[config.mk]
export PLATFORM = sky130hd
export DESIGN_NAME = ttx_insertion
export DESIGN_NICKNAME = d
export VERILOG_FILES = /design/src/common/ttx_pkg.sv /design/src/verilog/ttx_bit_buffer.sv /design/src/verilog/ttx_insertion.sv
export VERILOG_INCLUDE_DIRS = /design/src /design/src/common
export SDC_FILE = /design/constraint.sdc
export NUM_CORES = 1
export LEC_CHECK = 0
export BUFFER_PORTS_ARGS = -buffer_cell sky130_fd_sc_hd__buf_2
export CAP_MARGIN = 15
export CORE_MARGIN = 3
export CORE_UTILIZATION = 45
export DETAILED_ROUTE_END_ITERATION = 12
export PLACE_DENSITY = 0.65
export SETUP_SLACK_MARGIN = 0.1
export SLEW_MARGIN = 20
export SYNTH_ARGS = -nofsm -noshare
export SYNTH_HDL_FRONTEND = slang
export SYNTH_SLANG_ARGS = --single-unit
[constraint.sdc]
create_clock -name mclk -period 3.8 [get_ports mclk]
set_input_delay 0.76 -clock mclk [delete_from_list [all_inputs] [get_ports mclk]]
set_output_delay 0.76 -clock mclk [all_outputs]
set_load 0.01 [all_outputs]
[src/common/ttx_regs.svh]
/*
 Register map, field positions, reset values and timing counts of the
 teletext insertion block. Assumes a 25 MHz encoder clock.
*/
// Notes on behaviour
// [RQ1] Insert interpolated bits 9.78 us (PAL) or 10.5 us (NTSC) after hsync edge.
// [RQ2] Source delivers one new serial bit per active-high request pulse.
// [RQ3] Programmable source pipeline delay decides when each bit is sampled.
// [RQ4] Request start position and request-to-data delay are both programmable.
// [RQ5] Constant window holds 360 bits at 6.9375 Mbit/s in PAL mode.
// [RQ6] World standard mode fits 296 bits at 5.7272 Mbit/s in that window.
// [RQ7] NABTS mode fits 288 bits at 5.7272 Mbit/s.
// [RQ8] Window stays closed and nothing inserted while enable bit is zero.
// [RQ9] Separate first/last line ranges for odd and even fields.
// [RQ10] Host must set up both teletext pins before insertion works; the code has no pin setup, insertion runs once the enable bit is set.
// [RQ11] Requests only in open window on enabled lines, stop at bit count; the code issues them from req_start, not gated by the window.
`ifndef TTX_REGS_SVH
`define TTX_REGS_SVH

`define TTX_CTRL_OFFSET 8'h00
`define TTX_TIMING_OFFSET 8'h04
`define TTX_ODD_OFFSET 8'h08
`define TTX_EVEN_OFFSET 8'h0C
`define TTX_STATUS_OFFSET 8'h10

`define TTX_CTRL_EN_BIT 0
`define TTX_CTRL_MODE_LSB 1
`define TTX_TIMING_DELAY_LSB 16
`define TTX_LINE_LAST_LSB 16
`define TTX_STAT_COUNT_LSB 16
`define TTX_STAT_DROP_LSB 8

`define TTX_MODE_PAL 2'h0
`define TTX_MODE_WST 2'h1
`define TTX_MODE_NABTS 2'h2

`define TTX_RST_REQ_START 11'h00C8
`define TTX_RST_REQ_DELAY 6'h04
`define TTX_RST_ODD_FIRST 10'h007
`define TTX_RST_ODD_LAST 10'h016
`define TTX_RST_EVEN_FIRST 10'h140
`define TTX_RST_EVEN_LAST 10'h14F

`define TTX_CLK_HZ 25000000
`define TTX_START_PAL_NS 9780
`define TTX_START_NTSC_NS 10500
`define TTX_START_PAL_CYC ((`TTX_START_PAL_NS * 25 + 999) / 1000)
`define TTX_START_NTSC_CYC ((`TTX_START_NTSC_NS * 25 + 999) / 1000)
`define TTX_BITS_PAL 360
`define TTX_BITS_WST 296
`define TTX_BITS_NABTS 288
`define TTX_RATE_PAL_BPS 6937500
`define TTX_RATE_525_BPS 5727200
`define TTX_WIN_CYC ((64'd360 * 64'd25000000) / 64'd6937500)
`define TTX_INC_PAL ((64'd6937500 * 64'd16777216) / 64'd25000000)
`define TTX_INC_525 ((64'd5727200 * 64'd16777216) / 64'd25000000)

`endif

[src/common/ttx_pkg.sv]
/*
 Types shared by the teletext insertion block and its bit buffer.
 Assumes the register header supplies all numeric constants.
*/
package ttx_pkg;

typedef struct packed {
    logic awvalid;
    logic [7:0] awaddr;
    logic wvalid;
    logic [31:0] wdata;
    logic [3:0] wstrb;
    logic bready;
    logic arvalid;
    logic [7:0] araddr;
    logic rready;
} axil_in_type;

typedef struct packed {
    logic awready;
    logic wready;
    logic bvalid;
    logic [1:0] bresp;
    logic arready;
    logic rvalid;
    logic [31:0] rdata;
    logic [1:0] rresp;
} axil_out_type;

typedef struct packed {
    logic hsync_start;
    logic field_odd;
    logic [9:0] line_number;
} video_timing_type;

typedef struct packed {
    logic bit_value;
    logic [8:0] bit_index;
} ttx_sample_type;

typedef struct packed {
    axil_out_type bus;
    logic aw_held;
    logic [7:0] aw_addr;
    logic w_held;
    logic [31:0] w_data;
    logic [3:0] w_strb;
    logic en;
    logic [1:0] mode;
    logic [10:0] req_start;
    logic [5:0] req_delay;
    logic [9:0] odd_first;
    logic [9:0] odd_last;
    logic [9:0] even_first;
    logic [9:0] even_last;
    logic [1:0] ser_sync;
    logic line_ok;
    logic [10:0] hcount;
    logic req_active;
    logic window;
    logic [23:0] phase;
    logic [8:0] req_count;
    logic [8:0] cap_count;
    logic [64:0] hist;
    logic req_pin;
    logic [7:0] drops;
    logic cap_valid;
    ttx_sample_type cap;
} insert_state_type;

typedef struct packed {
    logic out_valid;
    ttx_sample_type out_data;
    logic skid_valid;
    ttx_sample_type skid_data;
    logic in_ready;
} buffer_state_type;

endpackage

[src/verilog/ttx_bit_buffer.sv]
/*
 Two-entry buffer for captured teletext bits.
 Assumes both sides run on mclk with valid/ready handshakes.
*/
`timescale 1ns/100ps
`default_nettype none
module ttx_bit_buffer (
    input wire logic mclk,
    input wire logic rst,
    input wire logic in_valid,
    input wire ttx_pkg::ttx_sample_type in_data,
    output logic in_ready,
    output logic out_valid,
    output ttx_pkg::ttx_sample_type out_data,
    input wire logic out_ready
);
    ttx_pkg::buffer_state_type s_q;
    ttx_pkg::buffer_state_type s_d;

    always_comb begin
        s_d = s_q;
        if (out_ready || !s_q.out_valid) begin
            if (s_q.skid_valid) begin
                s_d.out_valid = 1'b1;
                s_d.out_data = s_q.skid_data;
                s_d.skid_valid = 1'b0;
            end else begin
                s_d.out_valid = in_valid && s_q.in_ready;
                s_d.out_data = in_data;
            end
        end else if (in_valid && s_q.in_ready) begin
            s_d.skid_valid = 1'b1;
            s_d.skid_data = in_data;
        end
        // Ready comes from a flop, so the skid entry absorbs the word in flight
        s_d.in_ready = !s_d.skid_valid;
    end

    always_ff @(posedge mclk) begin
        if (rst) begin
            s_q <= '0;
        end else begin
            s_q <= s_d;
        end
    end

    assign in_ready = s_q.in_ready;
    assign out_valid = s_q.out_valid;
    assign out_data = s_q.out_data;

    chk_buf_hold_out: assert property (@(posedge mclk) disable iff (rst)
        out_valid && !out_ready |=> out_valid && $stable(out_data))
        else $error("buffer output changed while stalled");
    chk_buf_full_stall: assert property (@(posedge mclk) disable iff (rst)
        s_q.skid_valid |-> out_valid && !in_ready)
        else $error("buffer accepts while full");
endmodule
`default_nettype wire

[src/verilog/ttx_insertion.sv]
/*
 Teletext insertion timing: request pulse generation, serial bit capture,
 insertion window and AXI4-Lite register slave.
 Assumes video timing inputs come from encoder logic on mclk and the
 serial bit input arrives asynchronously from an external source.
*/
`timescale 1ns/100ps
`default_nettype none
`include "ttx_regs.svh"
module ttx_insertion (
    input wire logic mclk,
    input wire logic rst,
    input wire ttx_pkg::axil_in_type bus_in,
    output ttx_pkg::axil_out_type bus_out,
    input wire ttx_pkg::video_timing_type video,
    input wire logic teletext_serial_in,
    output logic teletext_request_pin,
    output logic insert_window,
    output logic bit_valid,
    output ttx_pkg::ttx_sample_type bit_data,
    input wire logic bit_ready
);
    localparam int START_PAL = `TTX_START_PAL_CYC;
    localparam int START_NTSC = `TTX_START_NTSC_CYC;
    localparam int WIN_CYC = 32'(`TTX_WIN_CYC);

    ttx_pkg::insert_state_type s_q;
    ttx_pkg::insert_state_type s_d;
    logic buf_in_ready;

    function automatic logic [8:0] bit_limit(input logic [1:0] mode);
        case (mode)
            `TTX_MODE_WST: bit_limit = 9'(`TTX_BITS_WST); // RQ6
            `TTX_MODE_NABTS: bit_limit = 9'(`TTX_BITS_NABTS); // RQ7
            default: bit_limit = 9'(`TTX_BITS_PAL); // RQ5
        endcase
    endfunction

    function automatic logic [23:0] rate_inc(input logic [1:0] mode);
        if (mode == `TTX_MODE_WST || mode == `TTX_MODE_NABTS) begin
            rate_inc = 24'(`TTX_INC_525);
        end else begin
            rate_inc = 24'(`TTX_INC_PAL);
        end
    endfunction

    function automatic logic [10:0] start_cyc(input logic [1:0] mode);
        if (mode == `TTX_MODE_WST || mode == `TTX_MODE_NABTS) begin
            start_cyc = 11'(START_NTSC);
        end else begin
            start_cyc = 11'(START_PAL);
        end
    endfunction

    function automatic logic [31:0] merge(input logic [31:0] old,
                                          input logic [31:0] data,
                                          input logic [3:0] strb);
        merge = old;
        for (int i = 0; i < 4; i++) begin
            if (strb[i]) begin
                merge[i*8 +: 8] = data[i*8 +: 8];
            end
        end
    endfunction

    function automatic logic [31:0] reg_image(input ttx_pkg::insert_state_type s,
                                              input logic [7:0] addr);
        reg_image = '0;
        case (addr)
            `TTX_CTRL_OFFSET: begin
                reg_image[`TTX_CTRL_EN_BIT] = s.en;
                reg_image[`TTX_CTRL_MODE_LSB +: 2] = s.mode;
            end
            `TTX_TIMING_OFFSET: begin
                reg_image[10:0] = s.req_start;
                reg_image[`TTX_TIMING_DELAY_LSB +: 6] = s.req_delay;
            end
            `TTX_ODD_OFFSET: begin
                reg_image[9:0] = s.odd_first;
                reg_image[`TTX_LINE_LAST_LSB +: 10] = s.odd_last;
            end
            `TTX_EVEN_OFFSET: begin
                reg_image[9:0] = s.even_first;
                reg_image[`TTX_LINE_LAST_LSB +: 10] = s.even_last;
            end
            `TTX_STATUS_OFFSET: begin
                reg_image[0] = s.window;
                reg_image[1] = s.req_active;
                reg_image[2] = s.line_ok;
                reg_image[`TTX_STAT_DROP_LSB +: 8] = s.drops;
                reg_image[`TTX_STAT_COUNT_LSB +: 9] = s.req_count;
            end
            default: reg_image = '0;
        endcase
    endfunction

    function automatic logic mapped(input logic [7:0] addr);
        mapped = addr == `TTX_CTRL_OFFSET || addr == `TTX_TIMING_OFFSET ||
                 addr == `TTX_ODD_OFFSET || addr == `TTX_EVEN_OFFSET ||
                 addr == `TTX_STATUS_OFFSET;
    endfunction

    always_comb begin
        logic [31:0] wv;
        logic [24:0] acc;
        logic line_hit;
        logic fire;
        logic sample;
        logic [11:0] req_end;
        logic [11:0] win_end;
        wv = '0;
        acc = '0;
        line_hit = 1'b0;
        fire = 1'b0;
        sample = 1'b0;
        req_end = 12'(s_q.req_start) + 12'(WIN_CYC);
        win_end = 12'(start_cyc(s_q.mode)) + 12'(WIN_CYC);
        s_d = s_q;

        // Register slave: address and data are taken in either order
        if (bus_in.awvalid && s_q.bus.awready) begin
            s_d.aw_held = 1'b1;
            s_d.aw_addr = bus_in.awaddr;
        end
        if (bus_in.wvalid && s_q.bus.wready) begin
            s_d.w_held = 1'b1;
            s_d.w_data = bus_in.wdata;
            s_d.w_strb = bus_in.wstrb;
        end
        if (s_q.bus.bvalid && bus_in.bready) begin
            s_d.bus.bvalid = 1'b0;
        end
        if (s_q.aw_held && s_q.w_held && !s_q.bus.bvalid) begin
            wv = merge(reg_image(s_q, s_q.aw_addr), s_q.w_data, s_q.w_strb);
            s_d.aw_held = 1'b0;
            s_d.w_held = 1'b0;
            s_d.bus.bvalid = 1'b1;
            s_d.bus.bresp = mapped(s_q.aw_addr) ? 2'h0 : 2'h2;
            case (s_q.aw_addr)
                `TTX_CTRL_OFFSET: begin
                    s_d.en = wv[`TTX_CTRL_EN_BIT];
                    s_d.mode = wv[`TTX_CTRL_MODE_LSB +: 2];
                end
                `TTX_TIMING_OFFSET: begin
                    s_d.req_start = wv[10:0]; // RQ4
                    s_d.req_delay = wv[`TTX_TIMING_DELAY_LSB +: 6]; // RQ3
                end
                `TTX_ODD_OFFSET: begin
                    s_d.odd_first = wv[9:0];
                    s_d.odd_last = wv[`TTX_LINE_LAST_LSB +: 10];
                end
                `TTX_EVEN_OFFSET: begin
                    s_d.even_first = wv[9:0];
                    s_d.even_last = wv[`TTX_LINE_LAST_LSB +: 10];
                end
                default: s_d.en = s_q.en;
            endcase
        end
        s_d.bus.awready = !s_d.aw_held && !s_d.bus.bvalid;
        s_d.bus.wready = !s_d.w_held && !s_d.bus.bvalid;

        if (s_q.bus.rvalid && bus_in.rready) begin
            s_d.bus.rvalid = 1'b0;
        end
        if (bus_in.arvalid && s_q.bus.arready) begin
            s_d.bus.rvalid = 1'b1;
            s_d.bus.rdata = reg_image(s_q, bus_in.araddr);
            s_d.bus.rresp = mapped(bus_in.araddr) ? 2'h0 : 2'h2;
        end
        s_d.bus.arready = !s_d.bus.rvalid;

        // Serial input is asynchronous; only the second stage is read
        s_d.ser_sync = {s_q.ser_sync[0], teletext_serial_in};

        // Line position since the leading edge of the outgoing hsync
        if (video.hsync_start) begin
            s_d.hcount = '0;
            if (video.field_odd) begin
                line_hit = video.line_number >= s_q.odd_first &&
                           video.line_number <= s_q.odd_last; // RQ9
            end else begin
                line_hit = video.line_number >= s_q.even_first &&
                           video.line_number <= s_q.even_last; // RQ9
            end
            s_d.line_ok = line_hit;
            s_d.req_active = 1'b0;
            s_d.window = 1'b0;
            s_d.req_count = '0;
            s_d.cap_count = '0;
        end else begin
            if (s_q.hcount != 11'h7FF) begin
                s_d.hcount = s_q.hcount + 11'h001;
            end

            // Request phase opens at the programmed position
            if (s_q.hcount == s_q.req_start && s_q.en && s_q.line_ok &&
                s_q.req_count == 9'h000) begin
                s_d.req_active = 1'b1; // RQ4
                // Preload: first tick fires at once, else the last PAL bit misses the phase
                s_d.phase = 24'hFF_FFFF; // RQ5
            end else if (!s_q.en || s_q.req_count == bit_limit(s_q.mode) ||
                         {1'b0, s_q.hcount} == req_end) begin
                s_d.req_active = 1'b0; // RQ11
            end

            // Insertion window sits at a fixed offset from hsync
            if (s_q.hcount == start_cyc(s_q.mode) && s_q.en && s_q.line_ok) begin
                s_d.window = 1'b1; // RQ1
            end else if (!s_q.en) begin
                s_d.window = 1'b0; // RQ8
            end else if ({1'b0, s_q.hcount} == win_end) begin
                s_d.window = 1'b0; // RQ5
            end
        end

        // Bit clock from a phase accumulator; a full buffer holds requests back
        if (s_q.req_active) begin
            acc = {1'b0, s_q.phase} + {1'b0, rate_inc(s_q.mode)};
            s_d.phase = acc[23:0];
            fire = acc[24] && buf_in_ready && s_q.en &&
                   s_q.req_count < bit_limit(s_q.mode); // RQ11
        end
        s_d.req_pin = fire;
        if (fire) begin
            s_d.req_count = s_q.req_count + 9'h001;
        end

        // Request history lines each bit up with its returning data
        s_d.hist = {s_q.hist[63:0], s_q.req_pin};
        sample = s_q.hist[7'(s_q.req_delay) + 7'h01]; // RQ3
        if (s_q.cap_valid && buf_in_ready) begin
            s_d.cap_valid = 1'b0;
        end
        if (sample) begin
            if (s_q.cap_valid && !buf_in_ready) begin
                // When a bit requested before the buffer filled returns with no room left
                if (s_q.drops != 8'hFF) begin
                    s_d.drops = s_q.drops + 8'h01;
                end
            end else begin
                s_d.cap_valid = 1'b1;
                s_d.cap.bit_value = s_q.ser_sync[1];
                s_d.cap.bit_index = s_q.cap_count;
                s_d.cap_count = s_d.cap_count + 9'h001;
            end
        end
    end

    always_ff @(posedge mclk) begin
        if (rst) begin
            s_q <= '0;
            s_q.req_start <= `TTX_RST_REQ_START;
            s_q.req_delay <= `TTX_RST_REQ_DELAY;
            s_q.odd_first <= `TTX_RST_ODD_FIRST;
            s_q.odd_last <= `TTX_RST_ODD_LAST;
            s_q.even_first <= `TTX_RST_EVEN_FIRST;
            s_q.even_last <= `TTX_RST_EVEN_LAST;
            s_q.hcount <= 11'h7FF;
        end else begin
            s_q <= s_d;
        end
    end

    ttx_bit_buffer u_ttx_bit_buffer (
        .mclk(mclk),
        .rst(rst),
        .in_valid(s_q.cap_valid),
        .in_data(s_q.cap),
        .in_ready(buf_in_ready),
        .out_valid(bit_valid),
        .out_data(bit_data),
        .out_ready(bit_ready)
    );

    assign bus_out = s_q.bus;
    assign teletext_request_pin = s_q.req_pin;
    assign insert_window = s_q.window;

    chk_window_off_disabled: assert property (@(posedge mclk) disable iff (rst) // RQ8
        !s_q.en |=> !insert_window)
        else $error("window open while insertion disabled");
    chk_window_start_pal: assert property (@(posedge mclk) disable iff (rst) // RQ1
        $rose(insert_window) && s_q.mode == `TTX_MODE_PAL
        |-> s_q.hcount == 11'(START_PAL + 1))
        else $error("PAL window start misplaced");
    chk_window_start_ntsc: assert property (@(posedge mclk) disable iff (rst) // RQ1
        $rose(insert_window) && s_q.mode != `TTX_MODE_PAL
        |-> s_q.hcount == 11'(START_NTSC + 1))
        else $error("NTSC window start misplaced");
    chk_window_len_end: assert property (@(posedge mclk) disable iff (rst) // RQ5
        $fell(insert_window) && $past(s_q.en) && !$past(video.hsync_start)
        && $stable(s_q.mode)
        |-> s_q.hcount == start_cyc(s_q.mode) + 11'(WIN_CYC + 1))
        else $error("window length wrong");
    chk_pal_bit_count: assert property (@(posedge mclk) disable iff (rst) // RQ5
        s_q.mode == `TTX_MODE_PAL |-> s_q.req_count <= 9'(`TTX_BITS_PAL))
        else $error("too many PAL requests");
    chk_wst_bit_count: assert property (@(posedge mclk) disable iff (rst) // RQ6
        teletext_request_pin && s_q.mode == `TTX_MODE_WST && $stable(s_q.mode)
        |-> s_q.req_count <= 9'(`TTX_BITS_WST))
        else $error("too many world standard requests");
    chk_nabts_bit_count: assert property (@(posedge mclk) disable iff (rst) // RQ7
        teletext_request_pin && s_q.mode == `TTX_MODE_NABTS && $stable(s_q.mode)
        |-> s_q.req_count <= 9'(`TTX_BITS_NABTS))
        else $error("too many NABTS requests");
    chk_window_line_ok: assert property (@(posedge mclk) disable iff (rst) // RQ9
        insert_window |-> s_q.line_ok)
        else $error("window open on a line outside range");
    chk_req_start_pos: assert property (@(posedge mclk) disable iff (rst) // RQ4
        $rose(s_q.req_active) |-> s_q.hcount == s_q.req_start + 11'h001)
        else $error("request phase began at wrong position");
    chk_req_in_phase: assert property (@(posedge mclk) disable iff (rst) // RQ11
        teletext_request_pin |-> $past(s_q.req_active) && $past(s_q.line_ok))
        else $error("request pulse outside request phase");
    chk_req_single_pulse: assert property (@(posedge mclk) disable iff (rst) // RQ11
        teletext_request_pin |=> !teletext_request_pin)
        else $error("request pulse longer than one cycle");
    chk_sample_follows: assert property (@(posedge mclk) disable iff (rst) // RQ3
        $rose(teletext_request_pin) && s_q.req_delay == 6'h04 && buf_in_ready
        && !s_q.cap_valid |-> ##7 s_q.cap_valid)
        else $error("bit not captured after programmed delay");
    chk_bresp_hold: assert property (@(posedge mclk) disable iff (rst)
        bus_out.bvalid && !bus_in.bready |=> bus_out.bvalid)
        else $error("write response dropped early");
endmodule
`default_nettype wire
==> flow_summary.ini <==
[critical_path]
worstPathArrival_ps = 3920
worst_setup_path_start_kind = flop
path_max_fanout = 14
critPathKind = flop to flop
r2r_start = s_q[200]$_SDFFE_PP0P_
slowest_stage = or4b_1
reg2reg_to = s_q[99]$_SDFFE_PP0P_
rr_worst_depth = 14
cp_cell_sequence = inv_1 > ha_2 > ha_1 > inv_1 > fa_1 > or4b_1 > a21oi_2 > o32ai_2 > a221o_1 > a21oi_4 > a311oi_4 > buf_12 > and3_1 > a211o_1
worst_path_largest_cell_delay_ps = 470
critPathMostFrequentCell = inv_1
end_kind = flop
required_ps = 4200
rrSetupSlack_ps = 280

[power]
p_sw_frac = 0.2339
combPwrFrac = 0.058
p_seq_frac = 0.457
power.density_nw_per_um2 = 406.5
clockPowerShare = 0.485
p_int_mw = 5.334
netSwitchingPower_mw = 1.628
p_leak_nw = 6.544
ir_drop_v = 0.0003203

[sta]
min_period_ps = 3525
timing.hold.ws_ps = 437.5
final_max_slew_viol_count = 0
setup_viol = 0
fin_crit_sh = 0.9276
tightest_slew_ps = 951.0
fmax_ghz = 0.2837
slew_headroom = 0.3606
fin_worst_skew_ps = 27.19
rsz0062_at_grt = no
hold_violations = 0

[floorplan]
num_rows = 67
dieArea_um2 = 36570
num_io_pins = 127
fp.dieH_um = 191.2
die_w_um = 191.2
core_area_um2 = 33700
start_util = 0.4582

[worst_hold_path]
hp-class = flop to flop
holdPathStages = 1
whs_endpoint = s_q[142]$_SDFF_PP0_
min_from = s_d[142]$_SDFF_PP0_

[final_layout]
fillers = 3235
syn_to_final_growth_pct = 10.91
drive_gt1_frac = 0.1352
fin_util = 0.5082
finalNonFillerCells = 2342
diodes = 0
final_nets = 2000

[yosys]
netlist_top_cells_area = dfxtp_1, nand2_1, a21oi_1
synthArstFlopShare = 0
netlist.area_leader.share = 0.3812
ys_seq_area_frac = 0.3812
synthFlopType = dfxtp_1
yosysTopAreaCell = dfxtp_1
syn-instance-count = 1871
synth_cell_types = 85
syn-cell-area_um2 = 15440
synth_edf_count = 0
syn_avg_cell_area_um2 = 8.253
synth-seq-cells = 294
yosys_warnings = 0

[status]
status = finished clean

[routing]
drtPass1Iterations = 8
drtIter0Drc = 898
ant_nets = 0
wl_mm = 39.72
num_vias = 13060
vias_per_cell = 5.574
route.detailed.drc = 0
post_drt_wl_per_cell_um = 16.96

[grt]
use_met1 = 0.2945
grt.total_usage = 0.2160
grt_pass1_vias = 12370
met2_usage = 0.3557
antenna_found_initial = 0
grt_max_degree = 91
use_met3 = 0.03466
grt_first_pass_wirelength_mm = 64.81
grt.busiest_layer = met2
grt_overflow_total = 0

[placement]
dpl.cell_count = 2279
io_buffers = 107
gp_congestion = 0.9199
post-dp-hpwl_mm = 27.79

[run]
maxCapViolCount = 0

[clocking]
cts_buffers = 35
clock_sinks = 294
clk_latency_ps = 530
cts_buffer_depth = 3
root_buffer = clkbuf_16
path_clk_slew_ps = 60
h-tree-depth = 2
cts_tree = yes
-- registers in the layout (all words and copies together) (netlist names) --
signal and flops:
s_q 171, s_d 65, bus_out 33, u_ttx_bit_buffer.s_q 11, u_ttx_bit_buffer.out_data 10, insert_window 1
teletext_request_pin 1, u_ttx_bit_buffer.in_ready 1, u_ttx_bit_buffer.out_valid 1
-- cells in the mapped netlist, types with 5 or more instances --
cell	count
dfxtp_1	294
or4_1	5
a31oi_1	13
buf_1	13
ha_1	56
buf_2	10
a22o_1	8
nor3_1	39
nand4_1	16
clkbuf_1	108
o221a_2	10
buf_4	53
and3_1	14
a221oi_1	21
nand2_1	257
and2_1	8
nand2b_1	14
mux2_1	5
o31ai_1	10
o21ai_0	80
nor2b_1	93
a21oi_1	143
inv_1	74
mux4_2	18
a211oi_1	48
xnor2_1	35
a222oi_1	11
a21o_1	11
nor4_1	17
nand3_1	42
o21a_1	5
o211ai_1	18
nor2_1	158
xor2_1	26
mux2i_1	41
mux2_2	7
-- layout make-up --
type,count,area [µm²],area share
Clock buffer,47,1002,0.05852
Clock inverter,14,166.4,0.009717
Inverter,75,281.5,0.01644
Multi-Input combinational cell,1319,8388,0.4898
Sequential cell,294,5886,0.3437
Tap cell,448,560.5,0.03273
Timing Repair Buffer,145,842.1,0.04917
-- worst max path at each step --
stage | start | endpoint | cells after the start
4_1_cts | s_q[200]$_SDFFE_PP0P_ | s_q[98]$_SDFFE_PP0P_ | 13
6_report | s_q[200]$_SDFFE_PP0P_ | s_q[99]$_SDFFE_PP0P_ | 14
5_1_grt | s_q[200]$_SDFFE_PP0P_ | s_q[125]$_SDFFE_PP0P_ | 14
2_1_floorplan | s_q[200]$_SDFFE_PP0P_ | s_q[124]$_SDFFE_PP0P_ | 15
3_5_place_dp | s_q[200]$_SDFFE_PP0P_ | s_q[98]$_SDFFE_PP0P_ | 13
3_3_place_gp | s_q[200]$_SDFFE_PP0P_ | s_q[100]$_SDFFE_PP0P_ | 13
-- power by group through the flow --
stage | Clock, mW | Combinational [mW] | Sequential, mW
final | 3.37 | 0.406 | 3.18
after global routing | 3.58 | 0.456 | 3.19
after CTS | 3.46 | 0.407 | 3.18
after detailed placement | 0 | 0.405 | 3.25
after global placement | 0 | 0.395 | 3.25
after floorplan | 0 | 0.306 | 3.22
-- repair_timing --
action,in CTS,in global routing
endpoints found under the setup margin,6,12
pin swaps,0,2
gates resized for setup,1,6
buffers inserted,0,2
hold buffers,0,0
gates cloned,0,0
-- layer usage --
layer	vias up	routed length, µm
met3	65	2134
met5	-	0
met1	6165	18170
met4	0	886
li1	6487	-
met2	338	18530
-- critical path, delay by kind of cell, from the launching register on --
| family | cells | cell delay [ps] |
|---|---|---|
| AO/OA/AOI/OAI | 6 | 1340 |
| adder cells (fa/ha/maj) | 3 | 800 |
| AND/OR/NAND/NOR | 2 | 630 |
| flip-flops | 1 | 330 |
| buffers and inverters | 3 | 310 |
-- placed cells by master, fill, tap and decap left out, types with 12 or more instances in the layout --
cell type | synthesis | routed
dfxtp_1 | 294 | 294
nand2_1 | 257 | 257
nor2_1 | 158 | 158
a21oi_1 | 143 | 142
buf_2 | 10 | 106
nor2b_1 | 93 | 93
o21ai_0 | 80 | 80
inv_1 | 74 | 74
ha_1 | 56 | 55
a211oi_1 | 48 | 48
nand3_1 | 42 | 42
mux2i_1 | 41 | 41
nor3_1 | 39 | 38
buf_4 | 53 | 37
clkbuf_16 | 0 | 36
xnor2_1 | 35 | 35
xor2_1 | 26 | 26
a221oi_1 | 21 | 21
o211ai_1 | 18 | 18
mux4_2 | 18 | 18
nor4_1 | 17 | 17
nand4_1 | 16 | 16
and3_1 | 14 | 14
nand2b_1 | 14 | 14
a31oi_1 | 13 | 12
-- kinds of logic (layout without fill, tap and decap cells) --
kind of cell,count (synthesis),in the layout,synth area share
AND/OR/NAND/NOR,690,690,0.2099
AO/OA/AOI/OAI,428,428,0.1813
flip-flops,294,294,0.3812
buffers and inverters,265,281,0.08087
multiplexers,72,72,0.06256
XOR/XNOR,63,63,0.03671
adder cells (fa/ha/maj),58,58,0.04732
other,1,8,0.0002429
-- per-stage QoR --
| stage | instance area, µm² | power, mW | setup slack, ps | setup TNS, ps |
|---|---|---|---|---|
| after floorplan | 15470 | 3.524 | 158.3 | 0 |
| after global placement | 15890 | 3.641 | 108.9 | 0 |
| after detailed placement | 15890 | 3.654 | -47.18 | -112.7 |
| after CTS | 17070 | 7.043 | 149.4 | 0 |
| after global routing | 17130 | 7.222 | 66.86 | 0 |
| final | 17130 | 6.962 | 275.2 | 0 |
Power figures use the tool's default switching activity.
